`config.mk`:
```
export PLATFORM = sky130hd
export DESIGN_NAME = serial_dac_latches
export DESIGN_NICKNAME = d
export VERILOG_FILES = /design/src/rtl/serial_dac_pkg.sv /design/src/rtl/pin_sync.sv /design/src/rtl/serial_dac_latches.sv
export SDC_FILE = /design/constraint.sdc
export NUM_CORES = 1
export LEC_CHECK = 0
export ABC_AREA = 1
export BUFFER_PORTS_ARGS = -buffer_cell sky130_fd_sc_hd__buf_2
export CAP_MARGIN = 20
export CORE_UTILIZATION = 40
export DETAILED_ROUTE_END_ITERATION = 10
export PLACE_DENSITY = 0.67
export REMOVE_ABC_BUFFERS = 1
export SETUP_SLACK_MARGIN = 0.3
export SLEW_MARGIN = 20
export SYNTH_ARGS = -nofsm -noshare
export SYNTH_HDL_FRONTEND = slang
export SYNTH_HIERARCHICAL = 1
export SYNTH_SLANG_ARGS = --single-unit
```
`constraint.sdc`:
```
create_clock -name clk_sys -period 1.65 [get_ports clk_sys]
set_clock_uncertainty 0.2 [all_clocks]
set_input_delay 0.0825 -clock clk_sys [delete_from_list [all_inputs] [get_ports clk_sys]]
set_output_delay 0.0825 -clock clk_sys [all_outputs]
set_load 0.02 [all_outputs]
```
`src/rtl/serial_dac_pkg.sv`:
```
// Purpose: Shared constants and types for the serial converter latches
// Assumes: Sampling clock of 250 MHz, strobe clock from the host
// Notes:   No other file uses the timing figures below
package serial_dac_pkg;

   // ==========================================================
   // Word layout
   localparam int          WORD_BITS  = 16;
   localparam int          MSB_POS    = 15;
   localparam logic [15:0] ZERO_CODE  = 16'h0000;
   localparam logic [15:0] FULL_CODE  = 16'hffff;

   // ==========================================================
   // Sampling
   localparam int          SYNC_STAGES = 3;
   localparam int          CLK_PERIOD_PS = 4000;

   // ==========================================================
   // Types
   typedef struct packed {
      logic strobe;
      logic data;
      logic in_en_n;
      logic conv_en_n;
      logic clear_n;
   } pins_t;

   typedef enum logic [1:0] {
      STROBE_HIGH = 2'b00,
      STROBE_LOW  = 2'b01
   } strobe_state_t;

endpackage : serial_dac_pkg
```
`src/rtl/pin_sync.sv`:
```
// Purpose: Three-stage synchroniser with agreement filter
// Assumes: Input asynchronous to clk_sys
// Notes:   Stage one feeds only stage two
`timescale 1ns/10ps
module pin_sync #(
   parameter logic INIT = 1'b0
) (
   input  wire logic clk_sys,
   input  wire logic reset_n,
   input  wire logic pin,
   output logic      level
);

   typedef struct packed {
      logic s1;
      logic s2;
      logic s3;
      logic lvl;
   } sync_state_t;

   sync_state_t state_reg;
   sync_state_t state_next;

   // ==========================================================
   // Chain and filter
   always_comb
   begin
      state_next     = state_reg;
      state_next.s1  = pin;
      state_next.s2  = state_reg.s1;
      state_next.s3  = state_reg.s2;
      if (state_reg.s2 == state_reg.s3)
      begin
         state_next.lvl = state_reg.s3;
      end
   end

   // Registers
   always_ff @(posedge clk_sys or negedge reset_n)
   begin
      if (!reset_n)
      begin
         state_reg <= {INIT, INIT, INIT, INIT};
      end
      else
      begin
         state_reg <= state_next;
      end
   end

   assign level = state_reg.lvl;

endmodule : pin_sync

```
`src/rtl/serial_dac_latches.sv`:
```
// Purpose: Serial input latch and converter latch of a 16-bit converter
// Assumes: Host pins sampled by clk_sys; strobe period well above 12 ns
// Notes:   Latches act on the low-to-high return of the strobe
//
// Overview of operation
// - Input enable low: strobe shifts bit in
// - Converter enable low: strobe copies input word
// - No enables: strobe changes nothing
// - Clear low zeroes both latches at once
// - Input latch MSB drives serial chain out
// - MSB first, straight binary codes
// - Enables low open latch, high holds
// - Full word held before second latch
`timescale 1ns/10ps
module serial_dac_latches (
   input  wire logic        clk_sys,
   input  wire logic        reset_n,
   input  wire logic        strobe,
   input  wire logic        serial_in,
   input  wire logic        input_latch_enable_n,
   input  wire logic        converter_latch_enable_n,
   input  wire logic        clear_n,
   output logic [15:0]      converter_code,
   output logic [15:0]      input_word,
   output logic             serial_chain_out
);

   typedef struct packed {
      serial_dac_pkg::strobe_state_t phase;
      logic [15:0]                   shift;
      logic [15:0]                   code;
      logic                          chain;
      logic                          strobe_done;
   } core_state_t;

   core_state_t         state_reg;
   core_state_t         state_next;
   serial_dac_pkg::pins_t pins;

   // ==========================================================
   // Pin synchronisers
   pin_sync #(.INIT(1'b1)) u_sync_strobe (
      .clk_sys (clk_sys),
      .reset_n (reset_n),
      .pin     (strobe),
      .level   (pins.strobe)
   );
   pin_sync #(.INIT(1'b0)) u_sync_data (
      .clk_sys (clk_sys),
      .reset_n (reset_n),
      .pin     (serial_in),
      .level   (pins.data)
   );
   pin_sync #(.INIT(1'b1)) u_sync_in_en (
      .clk_sys (clk_sys),
      .reset_n (reset_n),
      .pin     (input_latch_enable_n),
      .level   (pins.in_en_n)
   );
   pin_sync #(.INIT(1'b1)) u_sync_conv_en (
      .clk_sys (clk_sys),
      .reset_n (reset_n),
      .pin     (converter_latch_enable_n),
      .level   (pins.conv_en_n)
   );
   pin_sync #(.INIT(1'b0)) u_sync_clear (
      .clk_sys (clk_sys),
      .reset_n (reset_n),
      .pin     (clear_n),
      .level   (pins.clear_n)
   );

   // ==========================================================
   // Strobe tracking and latch updates
   always_comb
   begin
      state_next             = state_reg;
      state_next.strobe_done = 1'b0;
      case (state_reg.phase)
         serial_dac_pkg::STROBE_HIGH:
         begin
            if (!pins.strobe)
            begin
               state_next.phase = serial_dac_pkg::STROBE_LOW;
            end
         end
         serial_dac_pkg::STROBE_LOW:
         begin
            if (pins.strobe)
            begin
               state_next.phase       = serial_dac_pkg::STROBE_HIGH;
               state_next.strobe_done = 1'b1;
               // Enables sampled at the completing edge
               if (!pins.conv_en_n)
               begin
                  state_next.code = state_reg.shift;
               end
               if (!pins.in_en_n)
               begin
                  // MSB first into bit 0, oldest bit at the top
                  state_next.shift = {state_reg.shift[14:0], pins.data};
               end
            end
         end
         default:
         begin
            state_next.phase = serial_dac_pkg::STROBE_HIGH;
         end
      endcase
      // Clear overrides strobe and enables
      if (!pins.clear_n)
      begin
         state_next.shift = serial_dac_pkg::ZERO_CODE;
         state_next.code  = serial_dac_pkg::ZERO_CODE;
      end
      state_next.chain = state_next.shift[serial_dac_pkg::MSB_POS];
   end

   // Registers
   always_ff @(posedge clk_sys or negedge reset_n)
   begin
      if (!reset_n)
      begin
         state_reg <= '{serial_dac_pkg::STROBE_HIGH, 16'h0000, 16'h0000,
                        1'b0, 1'b0};
      end
      else
      begin
         state_reg <= state_next;
      end
   end

   // Outputs come straight from the state register
   assign converter_code   = state_reg.code;
   assign input_word       = state_reg.shift;
   assign serial_chain_out = state_reg.chain;

   // ==========================================================
   // Checks
   // A strobe_done cycle shows the effect of the pins one cycle
   // earlier, so enables, data and clear are all taken through $past.

   shift_in_a: assert property (@(posedge clk_sys)
      disable iff (!reset_n)
      state_reg.strobe_done && !$past(pins.in_en_n) && $past(pins.clear_n)
      |-> state_reg.shift[0] == $past(pins.data))
      else $error("bit not shifted in");

   shift_move_a: assert property (@(posedge clk_sys)
      disable iff (!reset_n)
      state_reg.strobe_done && !$past(pins.in_en_n) && $past(pins.clear_n)
      |-> state_reg.shift[15:1] == $past(state_reg.shift[14:0]))
      else $error("older bits not moved towards msb");

   load_code_a: assert property (@(posedge clk_sys)
      disable iff (!reset_n)
      state_reg.strobe_done && !$past(pins.conv_en_n) && $past(pins.clear_n)
      |-> state_reg.code == $past(state_reg.shift))
      else $error("word not transferred");

   hold_idle_a: assert property (@(posedge clk_sys)
      disable iff (!reset_n)
      !state_reg.strobe_done && $past(pins.clear_n)
      |-> $stable(state_reg.code) && $stable(state_reg.shift))
      else $error("latch changed without strobe");

   no_enable_a: assert property (@(posedge clk_sys)
      disable iff (!reset_n)
      state_reg.strobe_done && $past(pins.in_en_n) && $past(pins.conv_en_n)
      && $past(pins.clear_n)
      |-> $stable(state_reg.shift) && $stable(state_reg.code))
      else $error("latch changed with enables high");

   code_hold_a: assert property (@(posedge clk_sys)
      disable iff (!reset_n)
      state_reg.strobe_done && $past(pins.conv_en_n) && $past(pins.clear_n)
      |-> $stable(state_reg.code))
      else $error("converter latch moved while closed");

   word_hold_a: assert property (@(posedge clk_sys)
      disable iff (!reset_n)
      state_reg.strobe_done && $past(pins.in_en_n) && $past(pins.clear_n)
      |-> $stable(state_reg.shift))
      else $error("input latch moved while closed");

   clear_zero_a: assert property (@(posedge clk_sys)
      disable iff (!reset_n)
      !pins.clear_n
      |=> state_reg.code == 16'h0000 && state_reg.shift == 16'h0000)
      else $error("clear did not zero latches");

   chain_msb_a: assert property (@(posedge clk_sys)
      disable iff (!reset_n)
      1'b1
      |-> serial_chain_out == input_word[15])
      else $error("chain out not latch msb");

   edge_only_a: assert property (@(posedge clk_sys)
      disable iff (!reset_n)
      state_reg.strobe_done
      |-> $past(state_reg.phase) == serial_dac_pkg::STROBE_LOW
      && $past(pins.strobe))
      else $error("strobe done without rising edge");

   pulse_once_a: assert property (@(posedge clk_sys)
      disable iff (!reset_n)
      state_reg.strobe_done
      |=> !state_reg.strobe_done)
      else $error("strobe done held");

   // ==========================================================
   // Scenario coverage
   shift_cover: cover property (@(posedge clk_sys) disable iff (!reset_n)
      state_reg.strobe_done && !$past(pins.in_en_n));
   load_cover: cover property (@(posedge clk_sys) disable iff (!reset_n)
      state_reg.strobe_done && !$past(pins.conv_en_n));
   both_cover: cover property (@(posedge clk_sys) disable iff (!reset_n)
      state_reg.strobe_done && !$past(pins.in_en_n)
      && !$past(pins.conv_en_n));
   idle_cover: cover property (@(posedge clk_sys) disable iff (!reset_n)
      state_reg.strobe_done && $past(pins.in_en_n)
      && $past(pins.conv_en_n));
   clear_cover: cover property (@(posedge clk_sys) disable iff (!reset_n)
      !pins.clear_n && state_reg.code != 16'h0000);

endmodule : serial_dac_latches

```
# Word level (Yosys, flattened, before mapping)
# Cells that the tools add are included.
# totals
reg_bits	54
wordCells	47
# op_classes
n_eq_ne	12
n_mux	7
reduce_logical	4
# ops
cell	n
$mux W32	2
$mux W34	1
$mux W16	2
$ne A2 B2 Y1 const B	5
$reduce_and A3 Y1	2
$eq A1 B1 Y1	5
$pmux W2 S2	1
$eq A2 B1 Y1 const B	1
$logic_not A2 Y1	1
$mux W2	1
$ne A2 B1 Y1 const B	1
$reduce_and A2 Y1	1

# Depth between registers and ports, before layout
# Gate-level depths: netlist of the first run.
# logic_depth
word_depth	4
mapped_depth	6
ltp_nobuf	4

# Cells and area by module
# The synthesis of the first run kept the hierarchy.
# by_module_without_submodules
mod	n_inst	cells_per_inst	area_each_um2	seq_area_each_um2
serial_dac_latches	1	194	1625.3	825.8
pin_sync at u_sync_conv_en ...	3	8	121.4	105.1
pin_sync at u_sync_clear ...	2	8	116.4	100.1

# Worst setup path before layout of the first run
# No wires, ideal clock.
# synth_path
kind	register to register
start	register u_sync_strobe.state_reg, in the netlist u_sync_strobe/level
end	register state_reg, in the netlist converter_code[0]
setup_time_ns	0.117
arrival_time_ns	1.035
t_required_ns	1.333
setup_slack_ns	0.297
path_stages_with_launch	5
synth_period_minus_slack_ns	1.353
cell_sequence	dfstp_2 -> nand3_1 -> buf_4 -> nand3_1 -> nand2_1
# synth_between
elab_chain_len	2
# synth_rtl
element	line	rtl
start: declaration	pin_sync.sv:21	sync_state_t state_reg;
start signal: assignment	pin_sync.sv:43	state_reg <= {INIT, INIT, INIT, INIT};
start signal: assignment	pin_sync.sv:47	state_reg <= state_next;
$ne A2 B2 Y1 (no line)	-	
$reduce_and A3 Y1 (no line)	-	
end signal: assignment	serial_dac_latches.sv:124	state_reg <= '{serial_dac_pkg::STROBE_HIGH, 16'h0000, 16'h0000,
end signal: assignment	serial_dac_latches.sv:129	state_reg <= state_next;
end: declaration	serial_dac_latches.sv:36	core_state_t state_reg;
# No other way between the ends.
# A chain may end at the register's enable or synchronous reset.

# Worst setup path in the final report of the first run
# layout_path
start	register u_sync_strobe.state_reg, in the netlist u_sync_strobe/level
end	register state_reg, in the netlist converter_code[14]
# Same word-level chain as after synthesis.

==> flow_summary.toml, run 1 <==
[run_status]
status = "complete, no violations"

[floorplanning]
row_count = 26
height_of_the_die_um = 76.5
boundaryPins = 40
die_w_um = 76.5
core_area_mm2 = 0.00524
initial_utilization_pct = 42.4
die_area_mm2 = 0.00586

[finish]
fillers = 499
syn_to_final_growth_pct = 10.5
final_layout_size_suffix_gt1_share_pct = 27.3
design_area_mm2 = 0.00246
finish.net_count = 259
final-instance-count-excl-fill = 323
final_common_cell = "nand2_1"
most-common-layout-cells = "nand2_1 (69), dfrtp_1 (41), buf_2 (39), inv_1 (24), nand3_1 (18)"
antenna_cells = 0

[timing]
max_freq_mhz = 745
rsz0062_at_grt = "true"
final.min_clock_period_ns = 1.34
final_min_period_over_clock_period_pct = 81.3
worst_slew_margin_rel_pct = 70.8
finalMaxSlewViolations = 0
final.hold.worst_slack_ns = 0.0467
final-setup-viol-count = 0
final_setup_slack_of_the_worst_path_ns = 0.308
tightestPinTransition_ns = 0.438
timing.setup.tns_ns = 0
final_hold_viol_count = 0

[cts]
htree_levels = 2
cts_tree = "done"
cts.reportedPaths.clkPinSlew_ns = 0.09
ctsRootBufferMaster = "clkbuf_8"
clock_tree.buffer_depth = 2
cts_inserted_buffers = 5
clk-insertion-delay-late_ns = 0.30
clock_sinks = 53

[setup_path]
setup.worst_path.end_class = "register"
worst_setup_path_start_kind = "register"
worst_r2r_startpoint = "u_sync_strobe/level$_DFFE_PN1N_"
rrSetupSlack_ns = 0.31
critical_path_arrival_ns = 1.39
worstSetupPathType = "reg -> reg"
crit_fanout = 16
worstPathRequired_ns = 1.69
r2r.worst_path.cells = 5
rr_endpoint = "converter_code[14]$_DFFE_PN0P_"

[drt]
post_drt_via_cell_ratio = 4.29
drt_first_pass_iters = 4
dr.first_iter.drc_count = 112
route.vias.total = 1386
drt.antenna.violating_nets = 0
average_routed_wire_per_standard_cell_um = 11.0
drc = 0
routed_wl_mm = 3.55

[power]
power.density_mw_per_mm2 = 926
power.ir.vdd_worst_uv = 454
leakage_uw = 0.00142

[grt]
globalRoute.totalOverflow = 0
number_of_antenna_violations_at_the_first_check_in_global_routing = 0
grt_max_degree = 35
grt_use_total_pct = 13.3
first_global_vias = 1343
grt_first_pass_wirelength_mm = 6.12

[yosys]
synth-seq-cells = 53
synth.avg_cell_area_um2 = 9.50
yosysUniqueCellTypes = 13
yosysSeqAreaShare_pct = 60.4
synth.cell_area_mm2 = 0.00222
synthesis.instances = 234
synthesis.yosys.warnings = 6

[placement]
post-place-cells = 307
place_ws_ns = 0.199
place_congestion = 0.738
detailed_place.area_mm2 = 0.00226
portBuffers = 39
post_dp_hpwl_mm = 2.38

[run]
cap_violations = 0

[worst_hold_path]
timing.hold.worst.class = "in -> async"
[stage by stage]
step	power, uW	util (%)
floorplan	1460	-
global placement	1540	43.2
detailed placement	1550	43.2
CTS	2300	46.5
global route	2390	46.9
finish	2270	46.9
[Yosys cell counts]
master | number | area [um2]
nand2_1 | 70 | 263
dfrtp_1 | 41 | 1030
buf_4 | 36 | 270
inv_1 | 24 | 90.1
nand3_1 | 18 | 90.1
o21ai_0 | 16 | 80.1
dfstp_2 | 12 | 315
a21oi_1 | 5 | 25.0
nor2_1 | 5 | 18.8
buf_2 | 3 | 15.0
clkbuf_1 | 2 | 7.51
nand3_2 | 1 | 10.0
nor2_4 | 1 | 11.3
[worst max-delay path, cell delays in order (launching register included)]
cell and delay, ns:
dfstp_2 0.60, nand2_2 0.08, nor2_4 0.12, buf_12 0.14
nand2_1 0.05, nand2_1 0.07
[how the worst max path moves through the flow]
stage	from	end	slack, ns	cells after the start
after floorplan	u_sync_clear/level$_DFFE_PN0N_	input_word[0]$_DFFE_PN0P_	0.21	4
after global placement	u_sync_strobe/level$_DFFE_PN1N_	converter_code[15]$_DFFE_PN0P_	0.24	4
after detailed placement	u_sync_strobe/level$_DFFE_PN1N_	converter_code[14]$_DFFE_PN0P_	0.20	4
after CTS	u_sync_strobe/level$_DFFE_PN1N_	converter_code[14]$_DFFE_PN0P_	0.29	5
after global routing	u_sync_strobe/level$_DFFE_PN1N_	input_word[8]$_DFFE_PN0P_	0.25	4
final	u_sync_strobe/level$_DFFE_PN1N_	converter_code[14]$_DFFE_PN0P_	0.31	5
[final cells by class]
type	count	area (um2)	share of cell area, %
Sequential cell	53	1340	54.6
Multi-Input combinational cell	116	500	20.4
Timing Repair Buffer	52	349	14.2
Inverter	24	90.1	3.67
Tap cell	70	87.6	3.57
Clock buffer	5	68.8	2.80
Clock inverter	3	18.8	0.764
[logic make-up after synthesis]
family	Yosys count	synth area share (%)
AOI/OAI and AO/OA	21	4.73
buffers and inverters	65	17.2
DFF	53	60.4
and+or+nand+nor	95	17.7
[layer usage]
metal	global-route usage [%]	part of all wire, %	vias up
met5	0	0	-
met2	21.2	46	27
met1	17.0	49	633
met4	5.19	1.1	0
li1	-	-	721
met3	4.19	4.2	5
[where the power goes]
| group | switching (uW) | total (uW) | internal (uW) |
|---|---|---|---|
| logic | 112 | 180 | 68.3 |
| clock network | 417 | 719 | 302 |
| registers | 25.7 | 1370 | 1350 |
| total | 555 | 2270 | 1720 |
[what timing repair did]
item	CTS	global route
gates resized for setup	2	6
pin swaps	1	0
cloned	0	0
setup endpoints to repair	32	32
endpoints found under the hold margin	58	0
hold buffers	6	0
setup buffers	1	1
Note: power is estimated with default switching activity, not from simulation.
==> inputs of run 2 (changes only) <==
ABC_AREA = 0   (was 1)
PLACE_DENSITY = 0.7   (was 0.67)
clock period = 1.1 ns   (was 1.65 ns; I/O delays follow)
==> run 2 against run 1 <==
- first-iteration DRC count fell by 59%
- non-clock buffer count rose by 22
- power rose by 52%
- clock power rose by 46%
- the flow now finishes with violations (setup timing)
- maximum frequency fell by 2.9%
- sequential power rose by 50%
- worst setup slack got worse by 0.59 ns
- final cell count fell by 14%
- flip-flop and latch count did not move
- sequential share of layout area fell by 6.8 points
- critical endpoint is now input_word[0]$_DFFE_PN0P_
==> flow_summary.toml, run 2 <==
[drt]
drt_first_pass_iters = 2
post_drt_via_cell_ratio = 4.49
routed_wl_mm = 3.54
dr.first_iter.drc_count = 46
average_routed_wire_per_standard_cell_um = 12.7
drc = 0
route.vias.total = 1249
drt.antenna.violating_nets = 0

[grt]
grt_use_total_pct = 12.7
number_of_antenna_violations_at_the_first_check_in_global_routing = 0
first_global_vias = 1218
grt_first_pass_wirelength_mm = 5.33
grt_max_degree = 54
globalRoute.totalOverflow = 0

[floorplanning]
die_w_um = 75.8
boundaryPins = 40
height_of_the_die_um = 75.8
die_area_mm2 = 0.00574
core_area_mm2 = 0.00517
initial_utilization_pct = 42.1
row_count = 26

[setup_path]
r2r.worst_path.cells = 3
worstSetupEndpoint = "input_word[0]$_DFFE_PN0P_"
rrSetupSlack_ns = -0.28
crit_fanout = 4
setup.worst_path.end_class = "register"
critical_path.slowest_cell = "dfstp_2"
critical_path_arrival_ns = 1.40
critPathLaunch = "u_sync_strobe/level$_DFFE_PN1N_"
critical_path.top_delay_family = "flip-flops"
crit_path_max_incr_delay_ns = 0.54
worst_setup_path_start_kind = "register"
rr_endpoint = "input_word[0]$_DFFE_PN0P_"
worst-path-stages = 3
worst_r2r_startpoint = "u_sync_strobe/level$_DFFE_PN1N_"
critical_path.cell_chain = "and3b_2 -> buf_4 -> mux2i_1"
cp.buffers_inverters = 1
worstSetupPathType = "reg -> reg"
worstPathRequired_ns = 1.12

[cts]
clock_sinks = 53
cts_inserted_buffers = 5
clock_tree.buffer_depth = 2
clk-insertion-delay-late_ns = 0.31
htree_levels = 2
cts.reportedPaths.clkPinSlew_ns = 0.09
cts_tree = "done"
ctsRootBufferMaster = "clkbuf_8"

[yosys]
synth-seq-cells = 53
synth.cell_area_mm2 = 0.00218
synth_edf_count = 0
synthesis.yosys.warnings = 6
synth.largest_area_cell = "dfrtp_1"
synthesis.instances = 166
yosysUniqueCellTypes = 12
yosysSeqAreaShare_pct = 61.6
synth_top_cells_by_area = "dfrtp_1 (47%), mux2i_1 (15%), dfstp_2 (14%)"
synth.avg_cell_area_um2 = 13.1
ys_async_sr_fraction_pct = 100
synthMostInstantiatedCell = "dfrtp_1"
ys_dominant_reg_cell = "dfrtp_1"
post-synth-top-area-fraction_pct = 47.2
post_synth_most_frequent_cells = "dfrtp_1 (41), nand2_1 (33), buf_4 (32), mux2i_1 (32), dfstp_2 (12)"

[finish]
final_layout_size_suffix_gt1_share_pct = 45.2
finish.net_count = 214
most-common-layout-cells = "dfrtp_1 (41), buf_6 (38), nand2_1 (33), mux2i_1 (32), buf_4 (19)"
final_core_util_pct = 54.2
fillers = 417
design_area_mm2 = 0.00280
final_common_cell = "dfrtp_1"
antenna_cells = 0
syn_to_final_growth_pct = 28.8
final-instance-count-excl-fill = 278

[power]
leakage_uw = 0.00139
power.density_mw_per_mm2 = 1230
power.ir.vdd_worst_uv = 755

[run]
cap_violations = 0

[timing]
final.hold.worst_slack_ns = 0.0899
max_freq_mhz = 724
worst_slew_margin_rel_pct = 88.0
tightestPinTransition_ns = 0.180
final.min_clock_period_ns = 1.38
rsz0062_at_grt = "true"
final_setup_slack_of_the_worst_path_ns = -0.282
final_min_period_over_clock_period_pct = 126
timing.setup.tns_ns = -8.57
final-setup-viol-count = 52
finalMaxSlewViolations = 0
final_hold_viol_count = 0

[placement]
portBuffers = 39
post-place-cells = 245
detailed_place.area_mm2 = 0.00227
post_dp_hpwl_mm = 1.99
place_congestion = 0.686

[worst_hold_path]
timing.hold.worst.class = "in -> async"

[run_status]
status = "finished, violations left"
violated_checks = "setup timing"
run 2: changes by cell type after synthesis, sizes merged:
cell,previous run,this run
a21oi,5,0
and3b,0,1
buf,39,40
clkbuf,2,0
inv,24,1
maj3,0,5
mux2i,0,32
nand2,70,33
nand3,19,0
nand3b,0,1
nor2,6,0
o21ai,16,0
run 2: cell type report:
type	instances	area (um2)	share of cell area (%)
clock buffer	5	68.8	2.46
tap	70	87.6	3.12
inverter	1	3.75	0.134
clock inverter	3	17.5	0.625
sequential	53	1340	47.9
multi-input combinational	72	518	18.5
timing repair buffer	74	766	27.3
run 2: worst min path at each step:
stage                                                 to  slack (ns)  cells after the start
after floorplan            converter_code[0]$_DFFE_PN0P_       -0.44                      0
after global placement    converter_code[13]$_DFFE_PN0P_       -0.13                      2
after detailed placement      input_word[15]$_DFFE_PN0P_       -0.13                      2
after CTS                     input_word[14]$_DFFE_PN0P_        0.07                      3
after global routing      converter_code[13]$_DFFE_PN0P_        0.12                      3
final                     converter_code[15]$_DFFE_PN0P_        0.09                      3
run 2: tightest hold or removal path, cell delays in order:
cell and delay, ns:
dlygate4sd3_1 0.52, buf_2 0.17, buf_12 0.20
run 2: report_power, final:
group	leakage, uW	total [uW]	internal (uW)	switching (uW)
registers	0.000678	2050	2020	29.3
clock network	0.0000439	1050	440	614
logic	0.000668	339	187	152
run 2: cell families (layout without fill, tap and decap cells):
group / count (synthesis) / count (layout) / synth area share [%]
fa+ha+maj: 5 / 5 / 2.59
mux: 32 / 32 / 14.7
simple gates: 35 / 35 / 6.44
buf+inv: 41 / 83 / 14.6
flops: 53 / 53 / 61.6
run 2: what timing repair did:
item                                   4_1_cts  5_1_grt
hold buffers                                 6        0
endpoints found under the hold margin       58        0
setup endpoints to repair                   72       86
buffers inserted                             8       10
resized for setup                           70        2
pin swaps                                    4        2
cloned                                       0        1
run 2: stage by stage:
stage                     total power (uW)  setup slack [ns]
after floorplan                       2210            -0.592
after global placement                2360            -0.267
after detailed placement              2370            -0.309
after CTS                             3470            -0.300
after global routing                  3590            -0.333
final                                 3450            -0.282
run 2: per-layer routing:
layer / vias up / wire, um / global-route usage [%]
li1: 589 / - / -
met1: 621 / 1510 / 13.6
met2: 34 / 1860 / 23.7
met3: 5 / 127 / 3.17
met4: 0 / 36 / 4.94
met5: - / 0 / 0
==> inputs of run 3 (changes only) <==
CELL_PAD_IN_SITES_DETAIL_PLACEMENT = 0   (was not set)
CELL_PAD_IN_SITES_GLOBAL_PLACEMENT = 1   (was not set)
CORE_UTILIZATION = 39   (was 40)
PLACE_DENSITY = 0.8   (was 0.7)
==> run 3 against run 2 <==
- the run still ends with setup timing left
- cell area is 1.4% higher
- hold slack worse by 0.028 ns
- utilization is 0.067 points higher
- critical path depth stayed put
- worst setup slack worse by 0.047 ns
- clock power is 29% higher
- maximum frequency is 3.3% lower
- via count is 4.1% lower
- largest power group unchanged
==> flow_summary.toml, run 3 (synthesis results as in run 2) <==
[cts]
htree_levels = 2
cts_tree = "done"
clk-insertion-delay-late_ns = 0.30
cts.reportedPaths.clkPinSlew_ns = 0.09
clock_sinks = 53
cts_inserted_buffers = 5
clock_tree.buffer_depth = 2
ctsRootBufferMaster = "clkbuf_8"

[finish]
syn_to_final_growth_pct = 30.6
design_area_mm2 = 0.00284
final_layout_size_suffix_gt1_share_pct = 45.4
final-instance-count-excl-fill = 277
final_common_cell = "buf_6"
finish.net_count = 213
antenna_cells = 0
most-common-layout-cells = "buf_6 (41), dfrtp_1 (40), nand2_1 (33), mux2i_1 (32), buf_4 (15)"

[grt]
grt_max_degree = 54
number_of_antenna_violations_at_the_first_check_in_global_routing = 0
globalRoute.totalOverflow = 0
first_global_vias = 1212
grt_use_total_pct = 12.1
grt_first_pass_wirelength_mm = 5.50

[drt]
post_drt_via_cell_ratio = 4.32
route.vias.total = 1198
drt.antenna.violating_nets = 0
drt_first_pass_iters = 4
routed_wl_mm = 3.41
average_routed_wire_per_standard_cell_um = 12.3
drc = 0
dr.first_iter.drc_count = 39

[floorplanning]
die_area_mm2 = 0.00588
row_count = 26
die_w_um = 76.7
initial_utilization_pct = 41.5
height_of_the_die_um = 76.7
core_area_mm2 = 0.00524
boundaryPins = 40

[timing]
final-setup-viol-count = 39
rsz0062_at_grt = "true"
finalMaxSlewViolations = 0
max_freq_mhz = 700
final.min_clock_period_ns = 1.43
final_min_period_over_clock_period_pct = 130
worst_slew_margin_rel_pct = 82.2
final_setup_slack_of_the_worst_path_ns = -0.329
final_hold_viol_count = 0
tightestPinTransition_ns = 0.267

[setup_path]
critical_path.slowest_cell = "dfstp_2"
critical_path_arrival_ns = 1.45
worst_setup_path_start_kind = "register"
crit_fanout = 8
worstSetupPathType = "reg -> reg"
crit_path_max_incr_delay_ns = 0.55
critical_path.cell_chain = "and3b_2 -> clkbuf_16 -> mux2i_1"
worstPathRequired_ns = 1.12
setup.worst_path.end_class = "register"

[run_status]
status = "finished, violations left"
violated_checks = "setup timing"

[power]
power.ir.vdd_worst_uv = 1030
power.density_mw_per_mm2 = 1320
leakage_uw = 0.00140

[run]
cap_violations = 0

[placement]
portBuffers = 39
detailed_place.area_mm2 = 0.00227
place_congestion = 0.715
post_dp_hpwl_mm = 2.08
post-place-cells = 245

[worst_hold_path]
timing.hold.worst.class = "in -> async"
run 3: cell types whose count changed in the layout (fill, tap and decap cells not counted), sizes merged:
cell | before | now
clkinv | 2 | 0
bufinv | 0 | 1
buf | 67 | 66
clkbuf | 6 | 7
run 3: layout make-up:
cell class	count	area [um2]
repair buffers	73	769
well taps	70	87.6
flip-flops and latches	53	1340
fillers	450	2400
inverters	1	3.75
clock buffers	6	82.6
clock inverters	2	37.5
multi-input cells	72	518
run 3: power breakdown:
| group | total (uW) | leakage [uW] | switching [uW] | internal (uW) |
|---|---|---|---|---|
| Combinational | 364 | 0.000662 | 158 | 206 |
| Clock | 1350 | 0.0000574 | 605 | 740 |
| Sequential | 2050 | 0.000677 | 31.2 | 2020 |
run 3: what timing repair did:
action / 4_1_cts / 5_1_grt
setup endpoints to repair: 71 / 75
cloned: 0 / 1
endpoints found under the hold margin: 58 / 0
hold buffers: 6 / 0
setup buffers: 9 / 8
pin swaps: 4 / 2
resized for setup: 72 / 4
run 3: metrics by stage:
| step | TNS (ns) | hold WS, ns | setup slack (ns) | util [%] | power [uW] |
|---|---|---|---|---|---|
| final | -9.63 | 0.0621 | -0.329 | 54.3 | 3760 |
| after global routing | -12.47 | 0.0700 | -0.374 | 54.3 | 3920 |
| after CTS | -9.53 | 0.0653 | -0.305 | 52.3 | 3770 |
| after detailed placement | -8.51 | -0.134 | -0.307 | 43.3 | 2370 |
| after global placement | -7.64 | -0.134 | -0.266 | 43.3 | 2360 |
| after floorplan | -19.14 | -0.441 | -0.592 | - | 2210 |
run 3: path summary, 6_finish.rpt:
kind                                                startpoint                                endpoint  slack (ns)  depth (start not counted)
setup / recovery               u_sync_strobe/level$_DFFE_PN1N_              input_word[14]$_DFFE_PN0P_       -0.33                          3
hold / removal                                         reset_n     u_sync_data/state_next[2]$_DFF_PN0_        0.06                          3
setup reg to reg               u_sync_strobe/level$_DFFE_PN1N_              input_word[14]$_DFFE_PN0P_       -0.33                          3
hold reg to reg            u_sync_data/state_next[2]$_DFF_PN0_     u_sync_data/state_next[1]$_DFF_PN0_        0.16                          0
max in group asynchronous                              reset_n  u_sync_conv_en/state_next[1]$_DFF_PN1_        0.35                          3
min in group clk_sys       u_sync_data/state_next[2]$_DFF_PN0_     u_sync_data/state_next[1]$_DFF_PN0_        0.16                          0
run 3: metal layers:
layer  track usage [%]  vias to the layer above  share of wire [%]
met1              14.2                      582                 43
met3              4.29                        4                2.9
met4              4.62                        0                1.1
met5                 0                        -                  0
met2              20.3                       24                 53
li1                  -                      588                  -
run 3: worst max-delay path, delay by kind of cell, from the launching register on:
family,cells,cell delay (ns)
AND/OR/NAND/NOR,1,0.25
flip-flops,1,0.55
multiplexers,1,0.19
buffers and inverters,1,0.18
